File: src/shared/sps_defines.svh
// Constants of the strobe phase shift and data capture block
`ifndef SPS_DEFINES_SVH
`define SPS_DEFINES_SVH

// Phase steps per DLL mode, in tenths of a degree
`define SPS_STEP_M16     11'd225
`define SPS_STEP_M12     11'd300
`define SPS_STEP_M10     11'd360
`define SPS_STEP_M8      11'd450
`define SPS_IDX_MAX      3'd4
`define SPS_IDX_MAX_M8   3'd2
`define SPS_ANGLE_MAX    11'd1440
`define SPS_FULL_TURN    19'd3600

// Group widths, data pins per strobe
`define SPS_W_X4         6'd4
`define SPS_W_X9         6'd9
`define SPS_W_X18        6'd18
`define SPS_W_X36        6'd36

// Highest strobe rate served, in MHz
`define SPS_MAX_RATE_MHZ 300

// Reset values and the period counter ceiling
`define SPS_PERIOD_RST   8'h00
`define SPS_SETTING_RST  8'h00
`define SPS_PERIOD_SAT   8'hFF

`endif

File: src/shared/sps_pkg.sv
// Types of the strobe phase shift and data capture block
package sps_pkg;

  typedef enum logic [1:0] {
    SPS_DLL_M16 = 2'b00,
    SPS_DLL_M12 = 2'b01,
    SPS_DLL_M10 = 2'b10,
    SPS_DLL_M8  = 2'b11
  } sps_dll_mode_t;

  typedef enum logic [1:0] {
    SPS_X4  = 2'b00,
    SPS_X9  = 2'b01,
    SPS_X18 = 2'b10,
    SPS_X36 = 2'b11
  } sps_group_t;

endpackage

File: src/design/sps_capture.sv
// Strobe phase shift and double data rate capture of one data group
//
// How it works
// - Delay strobes by one selectable phase angle
// - Four DLL modes, each with its own angles
// - Setting tracks reference period continuously, feeds all
// - Each strobe has its own fine delay block
// - Three registers and one latch per cell
// - By-4 mode captures at most four pins
// - By-9 mode captures nine pins, one parity
// - By-18 and by-36 modes, two/four parity
// - Unused group pins are released as plain I/O
// - Capture only in capable banks, all widths
// - Strobe inputs are independent single-ended inputs
// - Echo mode: complement clocks the falling capture
`timescale 1ns/1ps
`default_nettype none
`include "sps_defines.svh"

module sps_capture
  import sps_pkg::*;
#(
  parameter int DQ_W          = 36,
  parameter int DEPTH         = 64,
  parameter bit BANK_CAPABLE  = 1'b1
) (
  input  wire logic                clk_sys,
  input  wire logic                sys_rst,
  input  wire logic                strobe,
  input  wire logic                complement_strobe,
  input  wire logic                ref_clk_pin,
  input  wire logic [DQ_W-1:0]     data_pin,
  input  wire logic [1:0]          dll_mode,
  input  wire logic [2:0]          phase_sel,
  input  wire logic [1:0]          group_mode,
  input  wire logic                echo_mode,
  input  wire logic [DQ_W-1:0]     release_mask,
  input  wire logic [1:0]          fine_adj_strobe,
  input  wire logic [1:0]          fine_adj_comp,
  output var  logic [DQ_W-1:0]     q_rise,
  output var  logic [DQ_W-1:0]     q_fall,
  output var  logic                pair_valid,
  output var  logic [DQ_W-1:0]     pin_is_gpio,
  output var  logic [DQ_W-1:0]     gpio_in,
  output var  logic                dll_locked
);

  localparam int TAP_W = $clog2(DEPTH);

  initial begin
    if (DQ_W < 4 || DQ_W > 36) begin
      $error("sps_capture: DQ_W must lie in 4..36");
    end
    if (DEPTH < 16) begin
      $error("sps_capture: DEPTH must be at least 16");
    end
  end

  // Pin synchronisers; the first stage feeds only the second
  logic [1:0]      stb_m;
  logic [1:0]      stb_s;
  logic [DQ_W-1:0] data_m;
  logic [DQ_W-1:0] data_s;
  logic            ref_m;
  logic            ref_s;
  logic            ref_d;

  // Strobe and complement run through separate chains, never compared
  always_ff @(posedge clk_sys) begin
    if (sys_rst) begin
      stb_m  <= 2'b00;
      stb_s  <= 2'b00;
      data_m <= '0;
      data_s <= '0;
      ref_m  <= 1'b0;
      ref_s  <= 1'b0;
      ref_d  <= 1'b0;
    end else begin
      stb_m  <= {complement_strobe, strobe};
      stb_s  <= stb_m;
      data_m <= data_pin;
      data_s <= data_m;
      ref_m  <= ref_clk_pin;
      ref_s  <= ref_m;
      ref_d  <= ref_s;
    end
  end

  // Reference period measurement
  logic       ref_rise;
  logic [7:0] ref_cnt;
  logic [7:0] ref_period;
  logic [7:0] ref_period_prev;

  assign ref_rise = ref_s & ~ref_d;

  always_ff @(posedge clk_sys) begin
    if (sys_rst) begin
      ref_cnt         <= `SPS_PERIOD_RST;
      ref_period      <= `SPS_PERIOD_RST;
      ref_period_prev <= `SPS_PERIOD_RST;
    end else if (ref_rise) begin
      ref_cnt         <= `SPS_PERIOD_RST;
      ref_period      <= (ref_cnt == `SPS_PERIOD_SAT) ? ref_cnt
                                                       : ref_cnt + 8'd1;
      ref_period_prev <= ref_period;
    end else if (ref_cnt != `SPS_PERIOD_SAT) begin
      ref_cnt <= ref_cnt + 8'd1;
    end
  end

  // Angle from mode and index; an index beyond the mode gives no shift
  logic [10:0] step;
  logic [2:0]  idx_max;
  logic [10:0] angle;

  always_comb begin
    idx_max = `SPS_IDX_MAX;
    case (sps_dll_mode_t'(dll_mode))
      SPS_DLL_M16: step = `SPS_STEP_M16;
      SPS_DLL_M12: step = `SPS_STEP_M12;
      SPS_DLL_M10: step = `SPS_STEP_M10;
      default: begin
        step    = `SPS_STEP_M8;
        idx_max = `SPS_IDX_MAX_M8;
      end
    endcase
    if (phase_sel <= idx_max) begin
      angle = 11'(phase_sel * step);
    end else begin
      angle = 11'd0;
    end
  end

  // Shared setting: cycles of delay for the chosen fraction of a period
  logic [18:0] prod;
  logic [7:0]  dll_setting;

  // Both operands widened first so the product cannot wrap at 11 bits
  assign prod = 19'(ref_period) * 19'(angle);

  always_ff @(posedge clk_sys) begin
    if (sys_rst) begin
      dll_setting <= `SPS_SETTING_RST;
    end else begin
      dll_setting <= 8'(prod / `SPS_FULL_TURN);
    end
  end

  always_ff @(posedge clk_sys) begin
    if (sys_rst) begin
      dll_locked <= 1'b0;
    end else begin
      dll_locked <= (ref_period == ref_period_prev) &&
                    (ref_period != `SPS_PERIOD_RST);
    end
  end

  // Per-input local delay; fine offset trims the shared setting
  logic [1:0]       fine [2];
  logic [TAP_W-1:0] tap  [2];
  logic [1:0]       shifted;
  logic [1:0]       shifted_d;

  assign fine[0] = fine_adj_strobe;
  assign fine[1] = fine_adj_comp;

  for (genvar s = 0; s < 2; s++) begin : g_stb
    logic [8:0] sum;
    assign sum    = {1'b0, dll_setting} + {7'd0, fine[s]};
    // Saturates so a slow reference cannot wrap the tap
    assign tap[s] = (sum > 9'(DEPTH - 1)) ? TAP_W'(DEPTH - 1)
                                          : TAP_W'(sum);
    sps_delay_line #(.DEPTH(DEPTH)) u_line (
      .clk_sys (clk_sys),
      .sys_rst (sys_rst),
      .din     (stb_s[s]),
      .tap     (tap[s]),
      .dout    (shifted[s])
    );
  end

  always_ff @(posedge clk_sys) begin
    if (sys_rst) begin
      shifted_d <= 2'b00;
    end else begin
      shifted_d <= shifted;
    end
  end

  logic rise_ev;
  logic comp_rise;
  logic fall_ev;

  assign rise_ev   = shifted[0] & ~shifted_d[0] & BANK_CAPABLE;
  assign comp_rise = shifted[1] & ~shifted_d[1];
  // Echo mode takes the falling capture from the shifted complement
  assign fall_ev   = (echo_mode ? comp_rise
                                : (~shifted[0] & shifted_d[0]))
                     & BANK_CAPABLE;

  // Active pins per group width; the rest go to plain I/O
  logic [5:0]      width;
  logic [DQ_W-1:0] active;

  always_comb begin
    case (sps_group_t'(group_mode))
      SPS_X4:  width = `SPS_W_X4;
      SPS_X9:  width = `SPS_W_X9;
      SPS_X18: width = `SPS_W_X18;
      default: width = `SPS_W_X36;
    endcase
  end

  for (genvar p = 0; p < DQ_W; p++) begin : g_pin
    assign active[p] = (6'(p) < width) && !release_mask[p];
  end

  always_ff @(posedge clk_sys) begin
    if (sys_rst) begin
      pin_is_gpio <= '1;
      gpio_in     <= '0;
    end else begin
      pin_is_gpio <= ~active;
      gpio_in     <= data_s & ~active;
    end
  end

  // Cell registers: rise capture, latch, fall and output pair
  logic [DQ_W-1:0] rise_cap;
  logic [DQ_W-1:0] rise_latch;

  always_ff @(posedge clk_sys) begin
    if (sys_rst) begin
      rise_cap <= '0;
    end else if (rise_ev) begin
      rise_cap <= data_s;
    end
  end

  // Holds the rise bit stable while the fall half arrives
  always_comb begin
    rise_latch = rise_cap;
  end

  always_ff @(posedge clk_sys) begin
    if (sys_rst) begin
      q_rise     <= '0;
      q_fall     <= '0;
      pair_valid <= 1'b0;
    end else begin
      pair_valid <= fall_ev;
      if (fall_ev) begin
        q_rise <= rise_latch & active;
        q_fall <= data_s & active;
      end
    end
  end
endmodule

`default_nettype wire

File: src/design/sps_delay_line.sv
// Local delay block: tapped delay line for one strobe input
`timescale 1ns/1ps
`default_nettype none

module sps_delay_line #(
  parameter int DEPTH = 64
) (
  input  wire logic                     clk_sys,
  input  wire logic                     sys_rst,
  input  wire logic                     din,
  input  wire logic [$clog2(DEPTH)-1:0] tap,
  output var  logic                     dout
);

  logic [DEPTH-1:0] line;

  initial begin
    if (DEPTH < 4) begin
      $error("sps_delay_line: DEPTH must be at least 4");
    end
  end

  always_ff @(posedge clk_sys) begin
    if (sys_rst) begin
      line <= '0;
    end else begin
      line <= {line[DEPTH-2:0], din};
    end
  end

  always_ff @(posedge clk_sys) begin
    if (sys_rst) begin
      dout <= 1'b0;
    end else begin
      dout <= line[tap];
    end
  end

endmodule

`default_nettype wire

File: config.mk
export PLATFORM = sky130hd
export DESIGN_NAME = sps_capture
export DESIGN_NICKNAME = d
export VERILOG_FILES = /design/src/shared/sps_pkg.sv /design/src/design/sps_capture.sv /design/src/design/sps_delay_line.sv
export VERILOG_INCLUDE_DIRS = /design/src /design/src/shared
export SDC_FILE = /design/constraint.sdc
export NUM_CORES = 1
export LEC_CHECK = 0
export BUFFER_PORTS_ARGS = -buffer_cell sky130_fd_sc_hd__buf_4
export CAP_MARGIN = 20
export CORE_MARGIN = 2
export CORE_UTILIZATION = 56
export CTS_BUF_LIST = sky130_fd_sc_hd__clkbuf_8
export DETAILED_ROUTE_END_ITERATION = 6
export GPL_TIMING_DRIVEN = 0
export MAX_ROUTING_LAYER = met4
export PLACE_DENSITY = 0.82
export SETUP_SLACK_MARGIN = 0.15
export SLEW_MARGIN = 5
export SYNTH_ARGS = -nofsm -noshare
export SYNTH_HDL_FRONTEND = slang
export SYNTH_HIERARCHICAL = 1
export SYNTH_SLANG_ARGS = --single-unit
File: constraint.sdc
create_clock -name clk_sys -period 14.9 [get_ports clk_sys]
set_input_delay 0.745 -clock clk_sys [delete_from_list [all_inputs] [get_ports clk_sys]]
set_output_delay 0.745 -clock clk_sys [all_outputs]
set_load 0.01 [all_outputs]
==> metrics.txt, run 1 <==
status completed; fmax 82.5 MHz; Post-route DRC 0; Routed Antenna Nets 0; commonest non-fill, non-tap cell in the layout dfxtp_1; initial antenna violation count 1; relative slew slack 0.363; pre-CTS WS 2.28 ns; Nets 2612; vias in the first global route 15800; Critical Path Source Type input pin; total negative slack 0 ns; Initial Utilization 0.566; worst path required time 15.39 ns; # resized after CTS 0; Hold Crit Start release_mask[12]; Final Skew 0.0505 ns; combinational cell fraction of total power 0.085; Overflow after GRT 0; CTS max path bufs 3; Crit Path Category in -> reg; Tmin final 12.12 ns; post-synth net total 2309; Routed WL per cell 17.5 microns; via-per-instance ratio 5.57; TritonCTS clock tree yes; Switch Pwr 581 uW; drt initial violations 1007; I/O pin cnt 235; largest net degree at the start of global routing 13; min-delay worst type in -> reg; Avg Synthesized Cell Area 9.59 sq um; Sequential Power Share 0.500; Main synth FF type dfxtp_1; clock-pin slew on the worst setup and hold paths 0.06 ns; leading area contributor after synthesis dfxtp_1; Seq. cell area 8510 sq um; P_int 1750 uW; die boundary height 193 microns; port bufs 234; Final Hold Vio Count 0; sw frac 0.249; Die W 193 microns; leakage 0.0103 uW; fillers 2734; r2r setup slk 4.68 ns; max cap viols 0; CTS hold repair buffers 0; commonest cells after routing, fill and taps aside 425 x dfxtp_1, 262 x nor2b_1, 239 x buf_4; Clk Latency, worst-skew pair 0.65 ns; Clock power frac 0.416; peak supply drop 81.7 uV; worst hold endpoint pin_is_gpio[12]; synthesis warning total 6; via count 16200; DR pass1 iterations 6; all-layer global routing usage 0.274; Rows 69; share of the synthesized area in the top cell type 0.425; Worst R2R Path Depth 32; slowest CP cell fa_1; hpwl dp 37.7 mm; cells after synthesis 2089; unrepaired setup endpoints after global routing no; clock sink total 425; Post-synth EDFFs 0; CP peak stage delay 0.58 ns; CTS H-tree depth 3; Post-Syn Area 20000 sq um; Multi-input gate area 10600 sq um; most used cell, CP fa_1; worst setup margin 2.78 ns; asr flop ratio synth 0; largest cells by area after synthesis dfxtp_1 42%, nor2b_1 8.2%, fa_1 6.1%; first-pass GRT wire length 79.0 mm; Final Cycle Share 0.813; clock root buffer clkbuf_8; worst slew pin tran 0.940 ns; die area 37300 sq um; share of post-route cells with drive strength above 1 0.167; Synth Register Bits 425; critical path arrival 12.61 ns; CP Max Fanout 9; R2R Path Start ref_period[7]; Post-CTS Setup Bufs 0; sequential area share after synthesis 0.425; CP Capture Type flop; Detailed Route WL 50.8 mm; CTS buffer count 67; Min-Delay Path Depth 2; fin. max-slew vios 0; GP Congestion 0.916; Yosys cell types 91; final core occ 0.669; P&R area growth vs syn 18.3%; Pwr per Cell Area 98.3 nW/um^2; FF-to-FF End dll_setting[0]; core area 35400 sq um; endpoints failing setup 0
[power by group through the flow]
stage,registers [uW],logic (uW),clock network (uW)
2_1_floorplan,1190,120,0
3_3_place_gp,1190,190,0
3_5_place_dp,1190,194,0
4_1_cts,1160,195,983
5_1_grt,1160,216,1030
6_report,1160,197,968
[cell usage after synthesis (7+ instances only)]
cell type  count
clkbuf_1      85
buf_6          9
a22o_1         8
nand4_1        7
and2_1        78
nand3b_1      57
xor2_1        14
nand3_1       89
a31oi_1       12
nor3b_1       33
a21o_1        13
mux4_1        10
nand2b_1      22
ha_1          70
dfxtp_1      425
nor3_1        25
inv_1        104
o31ai_1        7
xnor2_1       33
mux2i_1       18
or2_2          7
a22oi_1        9
and3_1        21
o211ai_1       8
mux4_2        24
fa_1          61
o21ai_0       25
nor2_1        75
nor2b_1      262
or3_1         12
a21oi_1      107
nand2_1      228
[layout make-up]
cell class,count,share of cell area
multi-input cells,1455,0.449
flip-flops and latches,425,0.359
repair buffers,234,0.0742
clock buffers,85,0.0494
well taps,461,0.0243
plain buffers,105,0.0205
inverters,104,0.0165
clock inverters,29,0.00671
diodes,1,0.000106
[worst max path at each step]
stage / from / endpoint / slack [ns] / cells after the start
after global routing: dll_mode[0] / dll_setting[0] / 1.99 / 45
after detailed placement: dll_mode[1] / dll_setting[0] / 2.28 / 46
after global placement: dll_mode[0] / dll_setting[0] / 2.51 / 43
after CTS: dll_mode[1] / dll_setting[0] / 2.90 / 46
final: dll_mode[1] / dll_setting[0] / 2.78 / 43
after floorplan: dll_mode[1] / dll_setting[0] / 3.81 / 45
[routing by layer]
metal / vias up / wire [microns] / GRT usage
met2: 589 / 24500 / 0.446
met4: 0 / 1700 / 0.108
li1: 7670 / - / -
met5: - / 0 / -
met3: 114 / 2870 / 0.0405
met1: 7780 / 21700 / 0.345
[state kept, by name, indices dropped and copies added (netlist names), 2 cells and up]
| signal | cells |
|---|---|
| shifted_d | 2 |
| g_stb.u_line/line | 128 |
| ref_period_prev | 8 |
| g_stb.u_line/dout | 2 |
| stb_s | 2 |
| q_rise | 36 |
| stb_m | 2 |
| ref_period | 8 |
| gpio_in | 36 |
| pin_is_gpio | 36 |
| ref_cnt | 8 |
| q_fall | 36 |
| rise_cap | 36 |
| dll_setting | 8 |
| data_s | 36 |
| data_m | 36 |
[critical path: cells and delay by family]
family	cells	cell delay, ns
adder cells (fa/ha/maj)	8	3.34
multiplexers	1	0.29
AO/OA/AOI/OAI	20	5.07
AND/OR/NAND/NOR	9	2.38
buffers and inverters	3	0.41
XOR/XNOR	2	0.35
[cell families (layout without fill, tap and decap cells)]
family          Yosys count  in the layout  synth area share
buf+inv                 209            557            0.0438
flops                   425            425             0.425
fa+ha+maj               132            132             0.105
mux                      54             54            0.0502
simple gates            947            947             0.259
xor+xnor                 50             50            0.0230
other cells               0              1                 0
compound gates          272            272            0.0935
[through the flow]
| stage | power, uW | cell area [sq um] | hold WS, ns | std cells |
|---|---|---|---|---|
| 2_1_floorplan | 1310 | 20000 | 0.414 | 2089 |
| 3_3_place_gp | 1380 | 22400 | 0.418 | 2784 |
| 3_5_place_dp | 1380 | 22400 | 0.421 | 2784 |
| 4_1_cts | 2340 | 23700 | 0.290 | 2898 |
| 5_1_grt | 2410 | 23700 | 0.309 | 2899 |
| 6_report | 2330 | 23700 | 0.321 | 2899 |
No activity file was read; power rests on OpenSTA's default activity.
==> run 2, diff against run 1 <==
==> constraint.sdc (replaced) <==
create_clock -name clk_sys -period 11.7 [get_ports clk_sys]
set_input_delay 0.585 -clock clk_sys [delete_from_list [all_inputs] [get_ports clk_sys]]
set_output_delay 0.585 -clock clk_sys [all_outputs]
set_load 0.01 [all_outputs]
==> metrics.txt, run 2 (synthesis results as in run 1) <==
status completed; clock root buffer clkbuf_8; final core occ 0.682; clock sink total 425; Pwr per Cell Area 124 nW/um^2; Overflow after GRT 0; drt initial violations 1030; CP Max Fanout 8; Rows 69; DR pass1 iterations 5; Detailed Route WL 51.3 mm; Crit Path Category in -> reg; GR met1 Demand/Resource 0.345; Post-route DRC 0; CTS H-tree depth 3; max FFs per register 128; worst slew pin tran 1.11 ns; P_int 2240 uW; clock-pin slew on the worst setup and hold paths 0.06 ns; P&R area growth vs syn 20.5%; die boundary height 193 microns; endpoints failing setup 0; FF-to-FF End dll_setting[0]; GRT met2 Usage 0.447; crit path launch dll_mode[0]; port bufs 234; via-per-instance ratio 5.58; unrepaired setup endpoints after global routing no; Critical Path Source Type input pin; slowest CP cell fa_1; Routed Antenna Nets 0; commonest cells after routing, fill and taps aside 425 x dfxtp_1, 261 x nor2b_1, 255 x buf_4; Clk Latency, worst-skew pair 0.65 ns; TritonCTS clock tree yes; hpwl dp 37.7 mm; fmax 90.4 MHz; Routed WL per cell 17.6 microns; GR peak layer met2; initial antenna violation count 1; commonest non-fill, non-tap cell in the layout dfxtp_1; max cap viols 0; Final Hold Vio Count 0; CP Capture Type flop; most used cell, CP fa_1; Tmin final 11.07 ns; Die W 193 microns; Initial Utilization 0.566; first-pass GRT wire length 79.1 mm; Final Skew 0.0498 ns; met3 Use GR 0.0402; via count 16300; placed cell areas 22400 sq um; final instance area 24100 sq um; CP peak stage delay 0.56 ns; share of post-route cells with drive strength above 1 0.195; I/O pin cnt 235; r2r setup slk 2.15 ns; die area 37300 sq um; R2R Path Start ref_period[7]; total negative slack 0 ns; largest net degree at the start of global routing 13; CTS buffer count 67; Clock power frac 0.414; Biggest register g_stb.u_line/line; peak supply drop 104 uV; leakage 0.0104 uW; vias in the first global route 15800; fin. max-slew vios 0; Worst R2R Path Depth 34; GP Congestion 0.916; all-layer global routing usage 0.274; combinational cell fraction of total power 0.090; worst path required time 12.19 ns; sw frac 0.251; Switch Pwr 749 uW; Nets 2630; core area 35400 sq um; min-delay worst type in -> reg; Sequential Power Share 0.496; relative slew slack 0.259; end point of the critical path dll_setting[0]; Final Cycle Share 0.946; CTS max path bufs 3; critical path arrival 11.56 ns
[run 2: final cells by class]
| type | instances | area [sq um] |
|---|---|---|
| Inverter | 104 | 390 |
| Tap cell | 461 | 577 |
| Multi-Input combinational cell | 1456 | 10900 |
| Buffer | 105 | 495 |
| Clock inverter | 29 | 159 |
| Sequential cell | 425 | 8510 |
| Timing Repair Buffer | 251 | 1900 |
| Fill cell | 2690 | 11300 |
| Clock buffer | 85 | 1170 |
| Antenna cell | 1 | 2.50 |
[run 2: routing by layer]
metal / share of wire / wire length (microns)
met3: 0.057 / 2930
met1: 0.42 / 21800
met2: 0.49 / 24900
met4: 0.032 / 1660
met5: 0 / 0
[run 2: worst min path at each step]
stage                     startpoint                      end  slack [ns]  cells after the start
finish              release_mask[12]          pin_is_gpio[12]        0.16                      2
global route        release_mask[13]          pin_is_gpio[13]        0.15                      2
CTS                 release_mask[13]          pin_is_gpio[13]        0.13                      2
detailed placement         data_m[1]                data_s[1]        0.42                      1
global placement            stb_s[0]  g_stb[0].u_line/line[0]        0.42                      1
floorplan                  data_m[0]                data_s[0]        0.41                      1
[run 2: timing repair]
action	4_1_cts	5_1_grt
setup endpoints to repair	2	3
cloned	0	1
pin swaps	3	24
buffers inserted	5	12
resized for setup	7	64
hold buffers	0	0
[run 2: through the flow]
| stage | std cells | power (uW) | hold slack [ns] | setup WS [ns] |
|---|---|---|---|---|
| final | 2917 | 2990 | 0.156 | 0.632 |
| after global routing | 2917 | 3090 | 0.149 | 0.0880 |
| after CTS | 2903 | 2990 | 0.130 | 0.153 |
| after detailed placement | 2784 | 1760 | 0.421 | -0.756 |
| after global placement | 2784 | 1750 | 0.418 | -0.532 |
| after floorplan | 2089 | 1670 | 0.414 | 0.774 |
[run 2: critical path, delay by kind of cell]
| family | cells | cell delay, ns |
|---|---|---|
| AO/OA/AOI/OAI | 15 | 2.99 |
| XOR/XNOR | 1 | 0.19 |
| adder cells (fa/ha/maj) | 8 | 3.43 |
| buffers and inverters | 5 | 0.63 |
| multiplexers | 3 | 0.97 |
| AND/OR/NAND/NOR | 14 | 2.75 |
[run 2: power groups by stage]
| stage | Combinational [uW] | Clock [uW] | Sequential [uW] |
|---|---|---|---|
| final | 270 | 1240 | 1480 |
| after global routing | 294 | 1310 | 1480 |
| after CTS | 254 | 1250 | 1480 |
| after detailed placement | 247 | 0 | 1510 |
| after global placement | 242 | 0 | 1510 |
| after floorplan | 152 | 0 | 1510 |
